[config.mk]
export PLATFORM = sky130hd
export DESIGN_NAME = sport_ctrl
export DESIGN_NICKNAME = d
export VERILOG_FILES = /design/src/sport_pkg.sv /design/src/sport_fifo.sv /design/src/sport_ctrl.sv
export VERILOG_INCLUDE_DIRS = /design/src /design/src/src
export SDC_FILE = /design/constraint.sdc
export NUM_CORES = 1
export LEC_CHECK = 0
export ABC_AREA = 1
export BUFFER_PORTS_ARGS = -buffer_cell sky130_fd_sc_hd__buf_2
export CAP_MARGIN = 5
export CORE_ASPECT_RATIO = 1.5
export CORE_MARGIN = 2
export CORE_UTILIZATION = 53
export DETAILED_ROUTE_END_ITERATION = 12
export PLACE_DENSITY_LB_ADDON = 0.12
export SETUP_SLACK_MARGIN = 0.1
export SKIP_CTS_REPAIR_TIMING = 1
export SLEW_MARGIN = 5
export SYNTH_ARGS = -nofsm -noshare
export SYNTH_HDL_FRONTEND = slang
export SYNTH_SLANG_ARGS = --single-unit
[constraint.sdc]
create_clock -name sys_clk -period 2.31 [get_ports sys_clk]
set_input_delay 0.462 -clock sys_clk [delete_from_list [all_inputs] [get_ports sys_clk]]
set_output_delay 0.462 -clock sys_clk [all_outputs]
set_load 0.005 [all_outputs]
[src/sport_defs.svh]
// Offsets, field positions, reset values and timing counts of the serial port control block.
`ifndef SPORT_DEFS_SVH
`define SPORT_DEFS_SVH
`define CTRL_OFS          8'h00
`define STAT_OFS          8'h04
`define TXDATA_OFS        8'h08
`define RXDATA_OFS        8'h0C
`define BAUD_OFS          8'h10
`define CTRL_RESET        8'h00
`define BAUD_RESET        16'h0010
`define BIT_MODE_HI       7
`define BIT_MODE_LO       6
`define BIT_MP_EN         5
`define BIT_RX_EN         4
`define BIT_TX9           3
`define BIT_RX9           2
`define BIT_TX_DONE       1
`define BIT_RX_DONE       0
`define FIXED_DIV_M0      16'h0010
`define FIXED_DIV_M2      16'h0020
`define FIFO_DEPTH        4
`define FIFO_AW           2
`endif

[src/sport_pkg.sv]
// Types shared by the serial port control block.
package sport_pkg;
	typedef enum logic [1:0] {MODE_SHIFT, MODE_UART8, MODE_UART9_FIX, MODE_UART9_VAR} mode_t;
	typedef enum logic [1:0] {TX_IDLE, TX_SHIFT} tx_state_t;
	typedef enum logic [1:0] {RX_IDLE, RX_START, RX_DATA, RX_STOP} rx_state_t;
endpackage : sport_pkg

[src/sport_fifo.sv]
// Small valid/ready FIFO whose read data come from a register.
`timescale 1ns/100ps
module sport_fifo #(
	parameter int WIDTH = 8,
	parameter int DEPTH = 4,
	parameter int AW    = 2
) (
	input  wire logic             sys_clk,
	input  wire logic             rst_n,
	input  wire logic [WIDTH-1:0] in_data,
	input  wire logic             in_valid,
	output logic                  in_ready,
	output logic [WIDTH-1:0]      out_data,
	output logic                  out_valid,
	input  wire logic             out_ready
);
	typedef struct packed {
		logic [DEPTH-1:0][WIDTH-1:0] mem;
		logic [AW-1:0]               wp;
		logic [AW-1:0]               rp;
		logic [AW:0]                 cnt;
		logic [WIDTH-1:0]            dout;
		logic                        dval;
	} fifo_state_t;
	fifo_state_t s_q, s_d;
	logic push;
	logic pop;
	logic [AW:0] depth_c;

	assign depth_c   = (AW+1)'(DEPTH);
	assign in_ready  = (s_q.cnt != depth_c);
	assign out_data  = s_q.dout;
	assign out_valid = s_q.dval;
	assign push      = in_valid && in_ready;

	// The output register is refilled from the store as soon as it empties.
	always_comb
	begin
		s_d = s_q;
		pop = (!s_q.dval || out_ready) && (s_q.cnt != '0);
		if (out_ready)
			s_d.dval = 1'b0;
		if (pop)
		begin
			s_d.dout = s_q.mem[s_q.rp];
			s_d.dval = 1'b1;
			s_d.rp   = s_q.rp + 1'b1;
		end
		if (push)
		begin
			s_d.mem[s_q.wp] = in_data;
			s_d.wp          = s_q.wp + 1'b1;
		end
		s_d.cnt = s_q.cnt + (AW+1)'(push) - (AW+1)'(pop);
	end

	always_ff @(posedge sys_clk or negedge rst_n)
		if (!rst_n)
			s_q <= '0;
		else
			s_q <= s_d;
endmodule : sport_fifo

[src/sport_ctrl.sv]
// Serial port control register, ninth-bit handling, filter and completion flags.
//
// Summary of operation
// - Two mode bits select shift register, 8-bit UART, or 9-bit fixed/variable rate.
// - In 9-bit modes with filter enabled, ninth bit zero suppresses receive flag.
// - In 8-bit mode with filter enabled, receive flag needs a valid stop bit.
// - Receive enable bit gates acceptance of new incoming frames.
// - Software ninth-bit value is sent as ninth bit; single stage, unbuffered.
// - Ninth received bit stored; in 8-bit unfiltered mode the stop bit instead.
// - Shift mode leaves received ninth-bit field untouched; filter should stay zero.
// - Transmit flag sets when transmitter can accept another byte.
// - Hardware never clears completion flags; software clears them.
// - Receive flag sets after eighth bit (shift) or stop bit (UART), filtered.
`timescale 1ns/100ps
`include "sport_defs.svh"
module sport_ctrl
	import sport_pkg::*;
(
	input  wire logic        sys_clk,
	input  wire logic        rst_n,
	input  wire logic        wb_cyc_i,
	input  wire logic        wb_stb_i,
	input  wire logic        wb_we_i,
	input  wire logic [7:0]  wb_adr_i,
	input  wire logic [3:0]  wb_sel_i,
	input  wire logic [31:0] wb_dat_i,
	output logic      [31:0] wb_dat_o,
	output logic             wb_ack_o,
	input  wire logic        rxd_i,
	output logic             txd_o,
	output logic             shift_clk_o
);
	////////////////////////////////////////////////////////////////////////////////
	// The control register holds, from bit 7 down: two mode bits, filter enable, receive
	// enable, transmit ninth bit, received ninth bit, transmit done and receive done.
	// Writing zero to a done flag clears it, but a hardware set in the same cycle wins,
	// so an event that lands during the clear is never lost.
	// Clearing the receive enable only blocks new start bits; a frame already being
	// sampled still completes and may raise the receive flag.
	// Changing the mode while a frame is on the line alters the bit time of the rest
	// of that frame, so software should wait until the status shows both sides idle.
	// The queue's output register holds one byte beyond its four slots, so up to six
	// bytes can be in flight counting the one in the shifter.
	typedef struct packed {
		logic [7:0]  ctrl;
		logic [15:0] baud;
		logic [31:0] dat;
		logic        ack;
		logic [15:0] div;
		tx_state_t   tst;
		logic [10:0] tsh;
		logic [3:0]  tcnt;
		logic [3:0]  tbits;
		logic        txd;
		logic        sclk;
		rx_state_t   rst;
		logic [3:0]  rph;
		logic [3:0]  rcnt;
		logic [8:0]  rsh;
		logic        rxd_p;
		logic [7:0]  rxbuf;
	} ctrl_state_t;
	ctrl_state_t s_q, s_d;

	logic [7:0] fifo_out;
	logic       fifo_valid;
	logic       fifo_pop;
	logic       fifo_in_ready;
	logic       push_tx;
	logic       tick;
	logic [15:0] div_lim;
	mode_t      mode;
	logic       wr;
	logic       rd;
	logic       hw_set_tx;
	logic       hw_set_rx;
	logic       rx_ninth_bit_d;
	logic       rx_ninth_we;
	logic [3:0] stat_c;

	function automatic logic hit(input logic [7:0] adr, input logic [7:0] ofs);
		hit = (adr[7:2] == ofs[7:2]);
	endfunction : hit

	function automatic logic is_nine(input mode_t m);
		is_nine = (m == MODE_UART9_FIX) || (m == MODE_UART9_VAR);
	endfunction : is_nine

	// Multiprocessor filter: with the filter on, a low qualifying bit (the ninth bit
	// or the stop bit, depending on the mode) withholds the receive flag.
	function automatic logic filter_pass(input logic mp_en, input logic qual);
		filter_pass = !(mp_en && !qual);
	endfunction : filter_pass

	// Read data for one register; unmapped offsets read as zero.
	function automatic logic [31:0] read_word(
		input logic [7:0]  adr,
		input logic [7:0]  ctrl,
		input logic [3:0]  stat,
		input logic [7:0]  rxbuf,
		input logic [15:0] baud
	);
		if (hit(adr, `CTRL_OFS))
			read_word = {24'h000000, ctrl};
		else if (hit(adr, `STAT_OFS))
			read_word = {28'h0000000, stat};
		else if (hit(adr, `RXDATA_OFS))
			read_word = {24'h000000, rxbuf};
		else if (hit(adr, `BAUD_OFS))
			read_word = {16'h0000, baud};
		else
			read_word = 32'h00000000;
	endfunction : read_word

	////////////////////////////////////////////////////////////////////////////////
	// Only byte lane 0 carries transmit data into the queue.
	sport_fifo #(
		.WIDTH (8),
		.DEPTH (`FIFO_DEPTH),
		.AW    (`FIFO_AW)
	) u_txfifo (
		.sys_clk   (sys_clk),
		.rst_n     (rst_n),
		.in_data   (wb_dat_i[7:0]),
		.in_valid  (push_tx),
		.in_ready  (fifo_in_ready),
		.out_data  (fifo_out),
		.out_valid (fifo_valid),
		.out_ready (fifo_pop)
	);

	assign mode = mode_t'({s_q.ctrl[`BIT_MODE_HI], s_q.ctrl[`BIT_MODE_LO]});
	// A request is taken only while ack is low, so each strobe is answered once.
	assign wr   = wb_cyc_i && wb_stb_i && wb_we_i && !s_q.ack;
	assign rd   = wb_cyc_i && wb_stb_i && !wb_we_i && !s_q.ack;
	// A full FIFO stalls the write: the ack is withheld until a slot frees up.
	assign push_tx = wr && wb_sel_i[0] && hit(wb_adr_i, `TXDATA_OFS) && fifo_in_ready;

	assign wb_dat_o    = s_q.dat;
	assign wb_ack_o    = s_q.ack;
	assign txd_o       = s_q.txd;
	assign shift_clk_o = s_q.sclk;

	// Status word: queue has room, queue holds a byte, sending, receiving.
	assign stat_c = {fifo_in_ready, fifo_valid, s_q.tst != TX_IDLE, s_q.rst != RX_IDLE};

	always_comb
	begin
		case (mode)
			MODE_SHIFT:     div_lim = `FIXED_DIV_M0;
			MODE_UART9_FIX: div_lim = `FIXED_DIV_M2;
			default:        div_lim = s_q.baud;
		endcase
	end
	// Bit-time enable: one pulse per sixteenth of a bit in UART modes.
	assign tick = (s_q.div == '0);

	////////////////////////////////////////////////////////////////////////////////
	always_comb
	begin
		s_d            = s_q;
		fifo_pop       = 1'b0;
		hw_set_tx      = 1'b0;
		hw_set_rx      = 1'b0;
		rx_ninth_bit_d = s_q.ctrl[`BIT_RX9];
		rx_ninth_we    = 1'b0;

		s_d.div = tick ? (div_lim - 16'h0001) : (s_q.div - 16'h0001);
		s_d.rxd_p = rxd_i;

		// Transmitter: start bit, data LSB first, optional ninth bit, stop bit; shift mode sends the eight data bits alone.
		// The shifter refills with ones, so the line rests at the stop level between frames.
		case (s_q.tst)
			TX_IDLE:
			begin
				s_d.txd  = 1'b1;
				s_d.sclk = 1'b1;
				if (fifo_valid)
				begin
					fifo_pop = 1'b1;
					s_d.tst  = TX_SHIFT;
					s_d.tcnt = 4'h0;
					if (mode == MODE_SHIFT)
					begin
						s_d.tsh   = {3'b111, fifo_out};
						s_d.tbits = 4'h8;
					end
					else if (is_nine(mode))
					begin
						s_d.tsh   = {1'b1, s_q.ctrl[`BIT_TX9], fifo_out, 1'b0};
						s_d.tbits = 4'hB;
					end
					else
					begin
						s_d.tsh   = {2'b11, fifo_out, 1'b0};
						s_d.tbits = 4'hA;
					end
					// The byte moved into the shifter, so software may write another.
					hw_set_tx = 1'b1;
				end
			end
			TX_SHIFT:
			begin
				if (tick)
				begin
					s_d.txd  = s_q.tsh[0];
					s_d.sclk = (mode == MODE_SHIFT) ? s_q.tcnt[3] : 1'b1;
					s_d.tcnt = s_q.tcnt + 4'h1;
					if (s_q.tcnt == 4'hF)
					begin
						s_d.tsh   = {1'b1, s_q.tsh[10:1]};
						s_d.tbits = s_q.tbits - 4'h1;
						if (s_q.tbits == 4'h1)
							s_d.tst = TX_IDLE;
					end
				end
			end
			default: s_d.tst = TX_IDLE;
		endcase

		// Receiver: sampled at mid-bit with the sixteen-phase tick.
		// The start bit is checked again at its middle, so a short glitch is ignored.
		// A byte that is not read in time is simply replaced by the next one.
		case (s_q.rst)
			RX_IDLE:
			begin
				if (s_q.ctrl[`BIT_RX_EN] && s_q.rxd_p && !rxd_i)
				begin
					s_d.rst  = RX_START;
					s_d.rph  = 4'h0;
					s_d.rcnt = 4'h0;
				end
			end
			RX_START:
			begin
				if (tick)
				begin
					s_d.rph = s_q.rph + 4'h1;
					if (s_q.rph == 4'h7)
						s_d.rst = rxd_i ? RX_IDLE : RX_DATA;
					if (s_q.rph == 4'h7)
						s_d.rph = 4'h0;
				end
			end
			RX_DATA:
			begin
				if (tick)
				begin
					s_d.rph = s_q.rph + 4'h1;
					if (s_q.rph == 4'hF)
					begin
						s_d.rsh  = {rxd_i, s_q.rsh[8:1]};
						s_d.rcnt = s_q.rcnt + 4'h1;
						if (s_q.rcnt == (is_nine(mode) ? 4'h8 : 4'h7))
							s_d.rst = RX_STOP;
						// Shift mode ends after the eighth bit time.
						if (mode == MODE_SHIFT && s_q.rcnt == 4'h7)
						begin
							s_d.rst   = RX_IDLE;
							s_d.rxbuf = {rxd_i, s_q.rsh[8:2]};
							hw_set_rx = 1'b1;
						end
					end
				end
			end
			RX_STOP:
			begin
				if (tick && s_q.rph == 4'hF)
				begin
					s_d.rst = RX_IDLE;
					if (is_nine(mode))
					begin
						s_d.rxbuf      = s_q.rsh[7:0];
						rx_ninth_bit_d = s_q.rsh[8];
						rx_ninth_we    = 1'b1;
						hw_set_rx      = filter_pass(s_q.ctrl[`BIT_MP_EN], s_q.rsh[8]);
					end
					else
					begin
						s_d.rxbuf = s_q.rsh[8:1];
						if (!s_q.ctrl[`BIT_MP_EN])
						begin
							rx_ninth_bit_d = rxd_i;
							rx_ninth_we    = 1'b1;
						end
						hw_set_rx = filter_pass(s_q.ctrl[`BIT_MP_EN], rxd_i);
					end
				end
				else if (tick)
					s_d.rph = s_q.rph + 4'h1;
			end
			default: s_d.rst = RX_IDLE;
		endcase
		// Shift mode never writes rx_ninth_bit.
		if (mode == MODE_SHIFT)
			rx_ninth_we = 1'b0;

		// Register bus: one-cycle answer except a transmit write to a full queue, which waits; ack dropped the cycle after.
		s_d.ack = 1'b0;
		if (wr && (!hit(wb_adr_i, `TXDATA_OFS) || fifo_in_ready))
		begin
			s_d.ack = 1'b1;
			if (hit(wb_adr_i, `CTRL_OFS) && wb_sel_i[0])
				s_d.ctrl = wb_dat_i[7:0];
			if (hit(wb_adr_i, `BAUD_OFS))
			begin
				if (wb_sel_i[0])
					s_d.baud[7:0] = wb_dat_i[7:0];
				if (wb_sel_i[1])
					s_d.baud[15:8] = wb_dat_i[15:8];
			end
		end
		if (rd)
		begin
			s_d.ack = 1'b1;
			s_d.dat = read_word(wb_adr_i, s_q.ctrl, stat_c, s_q.rxbuf, s_q.baud);
		end

		// Hardware updates after the bus write; flags are only set here, never cleared.
		if (rx_ninth_we)
			s_d.ctrl[`BIT_RX9] = rx_ninth_bit_d;
		if (hw_set_tx)
			s_d.ctrl[`BIT_TX_DONE] = 1'b1;
		if (hw_set_rx)
			s_d.ctrl[`BIT_RX_DONE] = 1'b1;
	end

	// The line outputs reset to their idle level, so a peer sees no false start bit.
	always_ff @(posedge sys_clk or negedge rst_n)
		if (!rst_n)
		begin
			s_q       <= '0;
			s_q.ctrl  <= `CTRL_RESET;
			s_q.baud  <= `BAUD_RESET;
			s_q.txd   <= 1'b1;
			s_q.sclk  <= 1'b1;
			s_q.rxd_p <= 1'b1;
		end
		else
			s_q <= s_d;
endmodule : sport_ctrl

# [Yosys cells after proc, flatten, opt, wreduce, memory -nomap -nowiden]
# Index checks and enable logic that the tools add are counted.
[totals] inputBits=50 romBits=0 mem_bits_rw=0 memories=0 out_inout_bits=35 latchBits=0 regBits=156 word_cells=214
[op_classes] bitwise=0 mux=74 n_eq_ne=34 multipliers=0 n_shift=0 n_addsub=10 reduce_logical=63 magnitude_cmp=3 div_mod_pow=0
[ops] operator="16-bit two-way mux" n=6
[ops] operator="8-bit two-way mux" n=9
[ops] operator="21-bit one-hot mux with 2 select lines" n=1
[ops] operator="19-bit two-way mux" n=2
[ops] operator="32-bit bitwise mux" n=1
[ops] operator="16-bit one-hot mux with 2 select lines" n=1
[ops] operator="16-bit by 1-bit subtractor with 16-bit output (second input constant)" n=2
[ops] operator="10-bit two-way mux" n=3
[ops] operator="13-bit two-way mux" n=2
[ops] operator="1-bit two-way mux" n=25
[ops] operator="2-bit != test (second input constant)" n=12
[ops] operator="6-bit one-hot mux with 4 select lines" n=1
[ops] operator="2-bit nonzero test" n=12
[ops] operator="23-bit two-way mux" n=1
[ops] operator="21-bit two-way mux" n=1
[ops] operator="4-bit two-way mux" n=5
[ops] operator="1-bit logical AND" n=19
[ops] operator="8-bit binary-select mux with 2-bit select" n=1
[ops] operator="8-bit demux with 2-bit select" n=1
[ops] operator="16-bit logical NOT" n=1
[ops] operator="2-bit two-way mux" n=8
[ops] operator="8-bit one-hot mux with 2 select lines" n=1
[ops] operator="5-bit AND reduction" n=3
[ops] operator="4-bit by 1-bit adder with 4-bit output (second input constant)" n=3
[ops] operator="32 further kinds" n=63

# [Depth between registers and ports, before layout]
[depth] depth_word=9 ltp_mapped=12

# [By module]
# Synthesis repeated with hierarchy kept, for this count alone.
[hier_totals] cells_unflattened=1089 area_unflattened_um2=8770.9
[modules_own_cells] mod="sport_ctrl" area_each_um2=6142.1 seq_area_each_um2=2682.6 n_inst=1 cells_per_inst=770
[modules_own_cells] mod="sport_fifo" area_each_um2=2628.8 seq_area_each_um2=1201.2 n_inst=1 cells_per_inst=319

# [Worst setup path after synthesis]
# No wires, ideal clock.
[synth_path] path_type="reg2reg" start="register u_txfifo.s_q[10] in the netlist's numbering" end="register u_txfifo.s_q[11] in the netlist's numbering" period_less_slack_ns=2.344 path_buffers=1 required_ns=2.181 path_stages_with_launch=9 arrival_time_ns=2.216 setup_time_ns=0.129 setup_slack_ns=-0.034 cell_sequence="dfrtp_1 -> o31ai_1 -> clkinv_1 -> clkbuf_1 -> ha_1 -> inv_1 -> ha_1 -> fa_1 -> xor2_1"
[synth_rtl] item="start: declaration" line_no="sport_fifo.sv:25" text="fifo_state_t s_q, s_d;"
[synth_rtl] item="start signal: assignment" line_no="sport_fifo.sv:59" text="s_q <= '0;"
[synth_rtl] item="start signal: assignment" line_no="sport_fifo.sv:61" text="s_q <= s_d;"

# [Worst setup path in the final report]
[layout_path] start="register u_txfifo.s_q[10] in the netlist's numbering" end="register s_q[112] in the netlist's numbering"
[layout_between] elab_chain_cells=4
[layout_lines] item="3-bit != test" line_no="sport_fifo.sv:31" text="assign in_ready = (s_q.cnt != depth_c);"
[layout_lines] item="1-bit logical OR" line_no="sport_ctrl.sv:300" text="if (wr && (!hit(wb_adr_i, `TXDATA_OFS) || fifo_in_ready))"
[layout_lines] item="1-bit logical AND" line_no="sport_ctrl.sv:300"
[layout_lines] item="3-bit AND reduction (no source line)"
[layout_lines] item="end: declaration" line_no="sport_ctrl.sv:63" text="ctrl_state_t s_q, s_d;"
# No other way between the ends.
# A chain may end at the register's enable or synchronous reset.

==> results.md <==
* Run status: finished, final reports clean
* Cells taking the most area after synthesis: dfrtp_1 (47%), nand2_1 (11%), o21ai_0 (7.6%)
* Slew Viols, Final at 0
* GRT overflow at 0
* Main synth FF type: dfrtp_1
* Worst slew margin at 0.605
* Final setup violating endpoints at 0
* Pint at approximately 0.0057 W
* Worst hold-check path type: in2reg
* CP Data Required Time at about 2.6 ns
* Worst-margin pin slew at 0.591 ns
* Critical path, cell by cell: inv_1 -> nand2_1 -> nor2_1 -> nand4_1 -> nand4_1 -> mux2_2
* Register-to-register setup slack at 0.22 ns
* H-Tree Depth at 4
* Ys async rst share at 1.00
* CTS Buf Count at 17
* Worst r2r src: u_txfifo.s_q[10]$_DFF_PN0_
* Post-DR wirelength/cell at between 15 and 20 microns
* Crit-path most repeated cell: nand4_1
* WHS at 0.177 ns
* Vias in the first global route at between 6,000 and 7,000
* TritonCTS clock tree: built
* Leakage at between 4 and 5 nW
* Maximum clock frequency at around 0.48 GHz
* Clk pwr share at 0.333
* Die Span Y at between 150 and 200 microns
* Clock sink total at 155
* Critical path's slowest cell: dfrtp_1
* Final Hold Violating Endpoints at 0
* Crit path kind: reg2reg
* CTS Buffer Depth at 2
* Die area at about 16,000 sq um
* Hold Crit Start: rxd_i
* Hold path endpoint: s_q[8]$_DFF_PN1_
* Register area share after synthesis at 0.485
* Antenna violations before repair at 0
* Share of post-route cells with drive strength above 1 at 0.145
* Inserted Diodes at 0
* FF-to-FF path depth at 6
* Crit end category: flip-flop
* Clk_lat worst skew at approximately 0.43 ns
* Pwr Total at 0.00850 W
* Pre-Repair DR Iteration Count at 5
* Power per cell area at 941 nW/um^2
* Worst hold stages at 1
* Commonest non-fill, non-tap cell in the layout: nand2_1
* Drt total wl at 18,700 microns
* Root buffer cell: clkbuf_16
* Tmin final at 2.09 ns
* # port buffers at 48
* Post-synth cell types at 46
* Post-synthesis register bit count at roughly 160
* Dominant cell type by area after synthesis: dfrtp_1
* Iteration-0 DRC Markers at ~350
* Startpoint types: flip-flop
* Switching Fraction at 0.327
* Yosys top cell area share at 0.472
* Core Area at ~15,000 sq um
* Post-synth EDFFs at 0
* Vias per cell at roughly 5.2
* Post-synthesis cell area at 8010 sq um
* DRC Markers at 0
* Ys Warns at 0
* Routability cong. at 0.854
* Post-Route Setup TNS at 0 ns
* Largest net degree at the start of global routing at 54
* Syn-to-layout area delta at 12.8%
* Most frequent cells in the layout: nand2_1 (227), dfrtp_1 (151), o21ai_0 (122)
* Combinational share of power at 0.250
* Io pins at between 80 and 90
* Clock Skews at roughly 0.0061 ns
* Max-cap violations at 0
* First-pass GRT wire length at ~31,000 microns
* Nets at approximately 1,100
* Final core utilization at 0.605
* Initial Util at 0.536
* Worst Path Max Fanout at 8
* Row cnt at between 50 and 60
* Total global-route track usage at 0.249
* Clock transition at path regs at ~0.060 ns
* FF-to-FF End: s_q[112]$_DFFE_PN0P_
* Switch Pwr at 0.00278 W
* Syn Area/Cell at a little over 8 sq um
* Die outline width at roughly 100 microns
* RSZ-0062 raised after global routing: no
* Vias at 6,442
* Synthesized instance count at between 900 and 1,000
* Slowest cell delay on critical path at about 0.43 ns
* HPWL Detailed at approximately 14,000 microns
* Antenna-violating nets left at 0
* VDD IR max at between 0.0005 and 0.0006 V
* Arr. time, crit path at around 2.4 ns
* Reg power frac at 0.416
* Final period utilization at 0.905
## synth_stat cells (8+ instances only)
| library cell | number |
|---|---|
| nand2_1 | 228 |
| ha_1 | 12 |
| buf_2 | 11 |
| o211ai_1 | 9 |
| o21ai_2 | 8 |
| nand3b_1 | 9 |
| a21oi_1 | 38 |
| o21ai_0 | 122 |
| nand3_1 | 43 |
| dfrtp_1 | 151 |
| clkbuf_1 | 17 |
| xor2_1 | 12 |
| nor2_1 | 88 |
| inv_1 | 111 |
| buf_4 | 33 |
## power by group through the flow
stage	clock [W]	sequential, W	combinational (W)
2_1_floorplan	0	0.00345	0.00168
3_3_place_gp	0	0.00357	0.00210
3_5_place_dp	0	0.00358	0.00214
4_1_cts	0.00288	0.00354	0.00216
5_1_grt	0.00299	0.00360	0.00248
6_report	0.00284	0.00354	0.00213
## how the worst max path moves through the flow
stage,from,to,slack [ns]
global placement,wb_adr_i[7],u_txfifo.s_q[10]$_DFF_PN0_,0.25
global route,u_txfifo.s_q[10]$_DFF_PN0_,s_q[114]$_DFFE_PN0P_,0.10
detailed placement,wb_adr_i[7],u_txfifo.s_q[10]$_DFF_PN0_,0.21
finish,u_txfifo.s_q[10]$_DFF_PN0_,s_q[112]$_DFFE_PN0P_,0.22
CTS,u_txfifo.s_q[10]$_DFF_PN0_,s_q[112]$_DFFE_PN0P_,0.23
floorplan,u_txfifo.s_q[9]$_DFF_PN0_,u_txfifo.s_q[11]$_DFF_PN0_,0.14
## cells by family after synthesis
kind of cell | Yosys count | share of synthesized area
AO/OA/AOI/OAI | 206 | 0.145
XOR/XNOR | 15 | 0.0164
adder cells (fa/ha/maj) | 13 | 0.0212
buffers and inverters | 183 | 0.106
flip-flops | 155 | 0.485
multiplexers | 9 | 0.0136
other | 1 | 0.000468
AND/OR/NAND/NOR | 400 | 0.213
## worst max-delay path: cells and delay by family, from the launching register on
kind / cells / cell delay [ns]
buffers and inverters: 1 / 0.12
muxes: 1 / 0.39
DFF: 1 / 0.43
and+or+nand+nor: 4 / 1.03
## registers in the layout, summed over array words and instances (netlist names)
signal	cells
mode	2
s_q	86
shift_clk_o	1
txd_o	1
u_txfifo.out_data	8
u_txfifo.out_valid	1
u_txfifo.s_q	39
wb_ack_o	1
wb_dat_o	16
## cell type report
cell class              count  area [sq um]
repair buffers             80           514
flip-flops and latches    155          3880
inverters                 118           445
multi-input cells         659          3350
clock buffers              22           474
clock inverters             8           118
well taps                 199           249
fillers                  1392          5900
## per-layer routing
layer	vias to the layer above	GRT usage	share of wire
met5	-	0	0
met4	0	0.0978	0.027
met3	35	0.0438	0.030
met2	110	0.429	0.51
met1	3067	0.309	0.43
li1	3230	-	-
## per-stage QoR
stage | instance area [sq um] | instances | setup slack [ns]
6_report | 9040 | 1241 | 0.220
5_1_grt | 9040 | 1241 | 0.103
4_1_cts | 9020 | 1240 | 0.226
3_5_place_dp | 8430 | 1210 | 0.206
3_3_place_gp | 8430 | 1210 | 0.246
2_1_floorplan | 8080 | 997 | 0.144
No activity file was read; power rests on OpenSTA's default activity.
